$ cat config.mk
export PLATFORM = sky130hd
export DESIGN_NAME = ftd_divider
export DESIGN_NICKNAME = d
export VERILOG_FILES = /design/src/common/ftd_pkg.sv /design/src/core/ftd_tick_gen.sv /design/src/core/ftd_divider.sv
export SDC_FILE = /design/constraint.sdc
export NUM_CORES = 1
export LEC_CHECK = 0
export ABC_AREA = 1
export BUFFER_PORTS_ARGS = -buffer_cell sky130_fd_sc_hd__buf_2
export CAP_MARGIN = 10
export CORE_AREA = 2 2 64 78
export DETAILED_ROUTE_END_ITERATION = 10
export DIE_AREA = 0 0 66 80
export GPL_ROUTABILITY_DRIVEN = 0
export PLACE_DENSITY = 0.82
export SETUP_SLACK_MARGIN = 0.2
export SYNTH_ARGS = -nofsm -noshare
export SYNTH_HDL_FRONTEND = slang
export SYNTH_SLANG_ARGS = --single-unit
$ cat constraint.sdc
create_clock -name clock -period 2.3 [get_ports clock]
set_clock_uncertainty 0.05 [all_clocks]
set_input_delay 0.345 -clock clock [delete_from_list [all_inputs] [get_ports clock]]
set_output_delay 0.345 -clock clock [all_outputs]
set_load 0.03 [all_outputs]
$ cat src/common/ftd_pkg.sv
package ftd_pkg;

    localparam int          DIV_W          = 6;
    localparam int          REG_W          = 8;
    localparam int          ADDR_W         = 4;

    // Byte addresses on the register bus
    localparam logic [3:0]  OFS_DIVIDER    = 4'h0;
    localparam logic [3:0]  OFS_CONTROL    = 4'h4;
    localparam logic [3:0]  OFS_STATUS     = 4'h8;

    // Field positions in the divider register
    localparam int          LOADED_POS     = 7;
    localparam int          LOCK_POS       = 6;

    // Field positions in control and status registers
    localparam int          SPECIAL_POS    = 0;
    localparam int          CMD_DONE_POS   = 0;
    localparam int          TICK_SEEN_POS  = 1;

    // Values after reset
    localparam logic [5:0]  DIV_RESET      = 6'h00;
    localparam logic        LOCK_RESET     = 1'b0;
    localparam logic        LOADED_RESET   = 1'b0;
    localparam logic        SPECIAL_RESET  = 1'b0;

    // Timebase target and the bus clock it assumes
    localparam int          TIMEBASE_HZ    = 1000000;
    localparam int          BUS_CLK_HZ     = 200000000;
    localparam logic [31:0] UNMAPPED_VALUE = 32'h0000_0000;

    // Bus phases of the slave
    typedef enum logic [2:0] {
        FTD_IDLE  = 3'b001,
        FTD_WRITE = 3'b010,
        FTD_READ  = 3'b100
    } ftd_phase_t;

    // Divider register contents
    typedef struct packed {
        logic       loaded;
        logic       lock;
        logic [5:0] ratio;
    } ftd_divider_t;

    // Avalon request bundle
    typedef struct packed {
        logic [3:0]  address;
        logic        read;
        logic        write;
        logic [3:0]  byteenable;
        logic [31:0] writedata;
    } ftd_req_t;

endpackage

$ cat src/core/ftd_tick_gen.sv
`timescale 1ns/100ps
`default_nettype none

module ftd_tick_gen #(
    parameter int DIV_W = 6
) (
    input  wire logic             clock,
    input  wire logic             rst,
    input  wire logic [DIV_W-1:0] ratio,
    output logic                  tick
);
    import ftd_pkg::*;

    logic [DIV_W-1:0] count_reg;
    logic [DIV_W-1:0] count_next;
    logic             tick_next;
    wire              wrap;

    // Count runs 0..ratio so one tick per ratio+1 cycles
    assign wrap       = (count_reg >= ratio);
    assign count_next = wrap ? '0 : count_reg + 1'b1;
    assign tick_next  = wrap;

    always_ff @(posedge clock or posedge rst) begin
        if (rst) begin
            count_reg <= '0;
            tick      <= 1'b0;
        end else begin
            count_reg <= count_next;
            tick      <= tick_next;
        end
    end
endmodule // ftd_tick_gen

`default_nettype wire

$ cat src/core/ftd_divider.sv
`timescale 1ns/100ps
`default_nettype none

// Functional notes
// - Reads return every current bit of the divider register.
// - Software writes to the loaded flag, bit 7, are ignored always.
// - Normal mode: lock bit is write-once-high and gates divide writes.
// - Special mode: bits 6..0 freely writable, lock clearable, bit 7 not.
// - Any divider write with byte lane 0 enabled sets the loaded flag; only reset clears it.
// - Normal mode: lock stays set until reset, which restores writability.
// - Normal mode with lock set: divide field writes are discarded.
// - Divide field divides the bus clock by ratio+1 (1 to 64); no setting reaches 1 MHz from 200 MHz.

module ftd_divider #(
    parameter int DIV_W = ftd_pkg::DIV_W
) (
    input  wire logic                    clock,
    input  wire logic                    rst,
    input  wire logic [ftd_pkg::ADDR_W-1:0] avs_address,
    input  wire logic                    avs_read,
    input  wire logic                    avs_write,
    input  wire logic [3:0]              avs_byteenable,
    input  wire logic [31:0]             avs_writedata,
    output logic      [31:0]             avs_readdata,
    output logic                         avs_waitrequest,
    output logic                         avs_readdatavalid,
    input  wire logic                    command_complete_flag,
    output logic                         timebase_tick,
    output logic      [DIV_W-1:0]        divide_ratio_field,
    output logic                         divider_lock_bit,
    output logic                         divider_loaded_flag
);
    import ftd_pkg::*;

    ftd_req_t     req;
    ftd_phase_t   phase_reg;
    ftd_phase_t   phase_next;
    ftd_divider_t div_reg;
    ftd_divider_t div_next;
    logic         special_reg;
    logic         special_next;
    logic         tick_seen_reg;
    logic         tick_seen_next;
    logic [31:0]  rdata_reg;
    logic [31:0]  rdata_next;
    logic         rvalid_reg;
    logic         tick_raw;

    wire          sel_div;
    wire          sel_ctl;
    wire          sel_sts;
    wire          low_lane;
    wire          wr_div;
    wire          wr_ctl;
    wire          rd_sts;
    wire          ratio_open;
    wire          lock_open;
    wire  [7:0]   wbyte;
    wire  [31:0]  div_word;
    wire  [31:0]  ctl_word;
    wire  [31:0]  sts_word;
    wire  [31:0]  read_mux;

    assign req = '{address: avs_address, read: avs_read,
                   write: avs_write, byteenable: avs_byteenable,
                   writedata: avs_writedata};

    assign sel_div  = (req.address == OFS_DIVIDER);
    assign sel_ctl  = (req.address == OFS_CONTROL);
    assign sel_sts  = (req.address == OFS_STATUS);
    assign low_lane = req.byteenable[0];
    assign wbyte    = req.writedata[7:0];

    // Write acts in the one cycle the request is accepted
    assign wr_div = (phase_reg == FTD_WRITE) && sel_div && low_lane;
    assign wr_ctl = (phase_reg == FTD_WRITE) && sel_ctl && low_lane;
    assign rd_sts = (phase_reg == FTD_READ) && sel_sts;

    // Divide field open unless locked in normal mode
    assign ratio_open = special_reg || !div_reg.lock;
    // Lock only rises in normal mode, any value in special
    assign lock_open  = special_reg || !div_reg.lock;

    always_comb begin
        div_next = div_reg;
        if (wr_div) begin
            div_next.loaded = 1'b1;
            if (ratio_open) begin
                div_next.ratio = wbyte[DIV_W-1:0];
            end
            if (lock_open) begin
                div_next.lock = wbyte[LOCK_POS];
            end
        end
    end

    assign special_next = wr_ctl ? wbyte[SPECIAL_POS] : special_reg;
    // Set beats the read-clear so a tick is never lost
    assign tick_seen_next = tick_raw | (tick_seen_reg & ~rd_sts);

    assign div_word = {24'h000000, div_reg};
    assign ctl_word = {31'h00000000, special_reg};
    assign sts_word = {30'h00000000, tick_seen_reg, command_complete_flag};
    assign read_mux = sel_div ? div_word :
                      sel_ctl ? ctl_word :
                      sel_sts ? sts_word : UNMAPPED_VALUE;
    assign rdata_next = (phase_reg == FTD_READ) ? read_mux : rdata_reg;

    // One wait cycle, then accept; readdata comes from the read mux in the accept cycle and is held after
    always_comb begin
        case (phase_reg)
            FTD_IDLE: begin
                if (req.write) begin
                    phase_next = FTD_WRITE;
                end else if (req.read) begin
                    phase_next = FTD_READ;
                end else begin
                    phase_next = FTD_IDLE;
                end
            end
            FTD_WRITE: phase_next = FTD_IDLE;
            FTD_READ:  phase_next = FTD_IDLE;
            default:   phase_next = FTD_IDLE;
        endcase
    end

    assign avs_waitrequest = (req.read || req.write) &&
                             (phase_reg == FTD_IDLE);

    always_ff @(posedge clock or posedge rst) begin
        if (rst) begin
            phase_reg     <= FTD_IDLE;
            div_reg       <= '{loaded: LOADED_RESET, lock: LOCK_RESET,
                               ratio: DIV_RESET};
            special_reg   <= SPECIAL_RESET;
            tick_seen_reg <= 1'b0;
            rdata_reg     <= 32'h00000000;
            rvalid_reg    <= 1'b0;
        end else begin
            phase_reg     <= phase_next;
            div_reg       <= div_next;
            special_reg   <= special_next;
            tick_seen_reg <= tick_seen_next;
            rdata_reg     <= rdata_next;
            rvalid_reg    <= (phase_reg == FTD_READ);
        end
    end

    // Rate assumes software chose the ratio for the bus clock
    ftd_tick_gen #(
        .DIV_W (DIV_W)
    ) u_tick (
        .clock (clock),
        .rst   (rst),
        .ratio (div_reg.ratio),
        .tick  (tick_raw)
    );

    assign avs_readdata        = rdata_next;
    assign avs_readdatavalid   = rvalid_reg;
    assign timebase_tick       = tick_raw;
    assign divide_ratio_field  = div_reg.ratio;
    assign divider_lock_bit    = div_reg.lock;
    assign divider_loaded_flag = div_reg.loaded;
endmodule // ftd_divider

`default_nettype wire

======== Yosys cells after proc, flatten, opt, wreduce, memory -nomap -nowiden ========
Index checks and enable logic that the tools add are counted.
word-level totals
  flip-flop bits (word level) ............. 53
  bits in latches ......................... 0
  memory bits (writable) .................. 0
  memory bits (read-only) ................. 0
  input port bits ......................... 45
  output and inout port bits .............. 43
  logic and storage cells ................. 39
  memories kept ........................... 0
cells by class
  add/subtract/negate cells ............... 1
  multiply operators ...................... 0
  divide/modulo/power cells ............... 0
  $lt $le $gt $ge ......................... 1
  eq/ne operators ......................... 5
  shifts and indexed selects .............. 0
  muxes and demuxes ....................... 8
  bitwise gates (word level) .............. 3
  reductions and logical operators ........ 11
operator list
  kind                                                              count
  32-bit two-way mux                                                1
  3-bit two-way mux                                                 3
  8-bit two-way mux                                                 1
  6-bit by 1-bit adder with 6-bit output (second input constant)    1
  6-bit greater-or-equal comparator                                 1
  1-bit logical AND                                                 6
  6-bit two-way mux                                                 1
  4-bit by 3-bit == test with 1-bit output (second input constant)  1
  4-bit == test (second input constant)                             1
  4-bit logical NOT                                                 1
  2-bit two-way mux                                                 2
  3-bit by 1-bit == test with 1-bit output (second input constant)  1
  3-bit by 2-bit == test with 1-bit output (second input constant)  1
  3-bit == test (second input constant)                             1
  1-bit logical OR                                                  2
  2-bit AND reduction                                               1
  1-bit bitwise AND                                                 1
  1-bit logical NOT                                                 1
  1-bit inverter                                                    1
  1-bit bitwise OR                                                  1

======== Depth between registers and ports, before layout ========
  word-level depth ........................ 5
  gate-level depth with buffers ........... 9
  gate-level depth less buffers ........... 9

======== Modules after synthesis ========
From an unflattened synthesis, not the netlist that was laid out.
second synthesis, totals
  cells, all modules ...................... 251
  area, all modules ....................... 2273.4 µm²
modules (own cells, without submodules)
  module        times used  cells an instance  area an instance (µm²)  seq. area each (µm²)
  ftd_divider   1           192                1811.7                  1152.4
  ftd_tick_gen  1           59                 461.7                   175.2

======== Worst setup path after synthesis ========
OpenSTA, ideal clock, no wires.
  path type ............................... register -> output
  start ................................... reg phase_reg[0]
  end ..................................... out avs_readdata[12]
  data arrival time ....................... 1.341 ns
  required time ........................... 1.905 ns
  path slack .............................. 0.564 ns
  cell stages (with the launch flop) ...... 6
  buffers on the path ..................... 1
  cell sequence ........................... dfstp_2 > inv_2 > nand3_4 > inv_6 > buf_4 > nor2_1
on the way
  longest elaborated chain between the ends .. 2
RTL lines
  item                    RTL line            RTL
  start, declared         ftd_divider.sv:36   ftd_phase_t phase_reg;
  start signal, assigned  ftd_divider.sv:140  phase_reg <= phase_next;
  3-bit == test           ftd_divider.sv:107  assign rdata_next = (phase_reg == FTD_READ) ? read_mux : rdata_reg;
  32-bit two-way mux      ftd_divider.sv:107
  end, declared           ftd_divider.sv:24   output logic [31:0] avs_readdata,
Every way passes these cells.

======== Final worst setup path ========
  start ................................... reg phase_reg[0]
  end ..................................... out avs_readdata[8]
Same word-level chain as after synthesis.

==> impl_metrics.json <==
{
  "vias": 1706,
  "h-tree-depth": 2,
  "design_power_total_mw": 2.40,
  "ys_warn_count": 0,
  "p_sw_mw": 0.820,
  "crit_buf_inv": 3,
  "hold_buffers": 0,
  "endpoint_kind": "output pin",
  "antenna_found_initial": 0,
  "max_freq_ghz": 0.511,
  "ant_nets": 0,
  "setup_viol": 0,
  "final_cells": 372,
  "avgSynthCellArea_um2": 9.13,
  "period_minus_slack_ps": 1960,
  "initial_utilization": 0.500,
  "fin_crit_sh": 0.851,
  "p_sw_frac": 0.341,
  "synth_cells": 248,
  "post_cts_buffers": 0,
  "yosysTopAreaCellShare": 0.575,
  "design_area_mm2": 0.00273,
  "worst_setup_path_start_kind": "register",
  "worstMarginPinSlew_ps": 571,
  "netlist_top_cells_area": "dfrtp_1 57%, nand2_1 9.0%, inv_1 8.0%",
  "cp_slowest_cell": "dfstp_2",
  "maxCapViolations": 0,
  "grt_overflow": 0,
  "crit_arrival_ps": 1560,
  "path_clk_slew_ps": 90,
  "drive_gt1_frac": 0.261,
  "slew_violations": 0,
  "cts_sinks": 53,
  "drt-vias-per-instance": 4.59,
  "synth_area_mm2": 0.00226,
  "fill_cells": 412,
  "worstHoldPathType": "input pin to async pin",
  "placed_cell_area_mm2": 0.00261,
  "first_iter_violations": 55,
  "rsz0062_at_grt": "no",
  "cts_root_buf": "clkbuf_8",
  "worstPathMaxFanout": 33,
  "diodes": 0,
  "grt_max_degree": 34,
  "routed_wl_um": 4140,
  "hold_viol": 0,
  "worstSetupPathType": "register to output pin",
  "placed_cells": 364,
  "p_leak_nw": 1.56,
  "yosysSeqAreaShare": 0.586,
  "area_delta_synth_final_pct": 20.6,
  "die_area_mm2": 0.00528,
  "worst_skew_pair.late_latency_ps": 300,
  "pwr-share-seq": 0.470,
  "grt_usage": 0.174,
  "relSlewSlack": 0.619,
  "slowest_delay_ps": 560,
  "post-synth-top-area-cell": "dfrtp_1",
  "synth_cell_type_count": 24,
  "tritoncts": "yes",
  "coreArea_mm2": 0.00453,
  "largest_reg_flops": 32,
  "dpl.hpwl_um": 3200,
  "ys_ff_latch": 53,
  "fp-row-count": 27,
  "ioPinCount": 88,
  "nNetsFinal": 365,
  "fp.dieW_um": 66,
  "first_pass_iters": 4,
  "timing.setup.tns_ps": 0,
  "grt_pass1_vias": 1607,
  "wl_per_cell_um": 11.1,
  "crit_family": "flip-flops",
  "die_h_um": 80,
  "status": "completed",
  "path_cells": "inv_2 > nand3_4 > inv_8 > nor2_1 > buf_2",
  "peakVddDrop_v": 0.000465,
  "grt_first_pass_wirelength_um": 7020,
  "drc": 0,
  "required_ps": 1900,
  "p_int_mw": 1.58,
  "numCtsBuffers": 5,
  "portBuffers": 59,
  "p_comb_frac": 0.266,
  "powerDensity_mw_per_mm2": 880,
  "p_clk_frac": 0.263,
  "syn_nets": 300,
  "clk_path_buf_depth": 2
}
[timing repair]
item | 4_1_cts | 5_1_grt
hold endpoints to repair | 0 | 0
resized for setup | 0 | 1
setup endpoints to repair | 0 | 1
[placed cells by master (no fill, tap or decap)]
cell / netlist / routed
buf_2: 0 / 59
nand2_1: 54 / 54
dfrtp_1: 52 / 52
inv_1: 48 / 47
nor2_1: 39 / 39
nand3_1: 23 / 23
ha_1: 7 / 7
clkbuf_8: 0 / 6
inv_2: 2 / 3
a21oi_1: 2 / 2
xnor2_1: 2 / 2
nand3_4: 2 / 2
nor2_4: 2 / 2
nor2_2: 2 / 2
nor3_1: 2 / 2
buf_4: 1 / 2
a21o_1: 1 / 1
xor2_1: 1 / 1
inv_8: 0 / 1
nand2_2: 1 / 1
inv_4: 1 / 1
o21bai_1: 1 / 1
or2_1: 1 / 1
clkinvlp_4: 0 / 1
bufinv_16: 0 / 1
dfstp_2: 1 / 1
[area by class of cell]
type,instances,area [um2],area share
Inverter,52,205,0.0751
Multi-Input combinational cell,140,696,0.255
Tap cell,58,72.6,0.0266
Clock buffer,6,82.6,0.0302
Sequential cell,53,1330,0.486
Clock inverter,2,37.5,0.0137
Timing Repair Buffer,61,310,0.114
[Yosys cell counts, drive strengths merged]
master	n
a21o	1
a21oi	2
buf	3
dfrtp	52
dfstp	1
ha	7
inv	52
nand2	55
nand3	25
nor2	43
nor3	2
o21bai	1
or2	1
xnor2	2
xor2	1
[worst reg2reg max path, cell delays in order (launching register included)]
cell and delay, ps:
dfrtp_1 430, inv_1 60, ha_1 300, a21o_1 160, nor2_1 90, nand2_1 150
nor2_1 130
[power by group through the flow]
stage | clock (mW) | sequential, mW | combinational (mW)
2_1_floorplan | 0 | 1.19 | 0.415
3_3_place_gp | 0 | 1.14 | 0.631
3_5_place_dp | 0 | 1.15 | 0.648
4_1_cts | 0.653 | 1.13 | 0.651
5_1_grt | 0.695 | 1.15 | 0.707
6_report | 0.633 | 1.13 | 0.640
[metal layers]
| layer | routed length [um] | track usage | vias to the layer above | part of all wire |
|---|---|---|---|---|
| met2 | 2000 | 0.293 | 49 | 0.48 |
| met3 | 230 | 0.0451 | 5 | 0.056 |
| met5 | 0 | 0 | - | 0 |
| met4 | 58 | 0.0673 | 0 | 0.014 |
| li1 | - | - | 873 | - |
| met1 | 1860 | 0.214 | 779 | 0.45 |
[final timing paths]
kind,startpoint,depth (start not counted),end,slack [ps]
setup / recovery,phase_reg[0],5,avs_readdata[8],340
hold / removal,rst,2,rdata_reg[2],40
setup reg to reg,divide_ratio_field[5],6,u_tick.count_reg[2],870
hold reg to reg,rdata_reg[17],2,rdata_reg[17],430
max in group asynchronous,rst,3,phase_reg[0],1500
min in group clock,avs_write,2,phase_reg[2],160
[per-stage QoR]
step,hold slack [ps],setup WS (ps),util
global placement,372,635,0.576
CTS,50.7,288,0.603
global route,84.2,219,0.603
floorplan,368,564,-
finish,41.9,344,0.603
detailed placement,380,622,0.576
[kinds of logic (layout without fill, tap and decap cells)]
family	count (synthesis)	count (layout)	share of synthesized area
buffers and inverters	55	121	0.107
AOI/OAI and AO/OA	4	4	0.0111
and+or+nand+nor	126	126	0.246
xor gates and xnor gates	3	3	0.0116
adders and majority gates	7	7	0.0387
DFF	53	53	0.586
(Power assumes the default switching activity.)
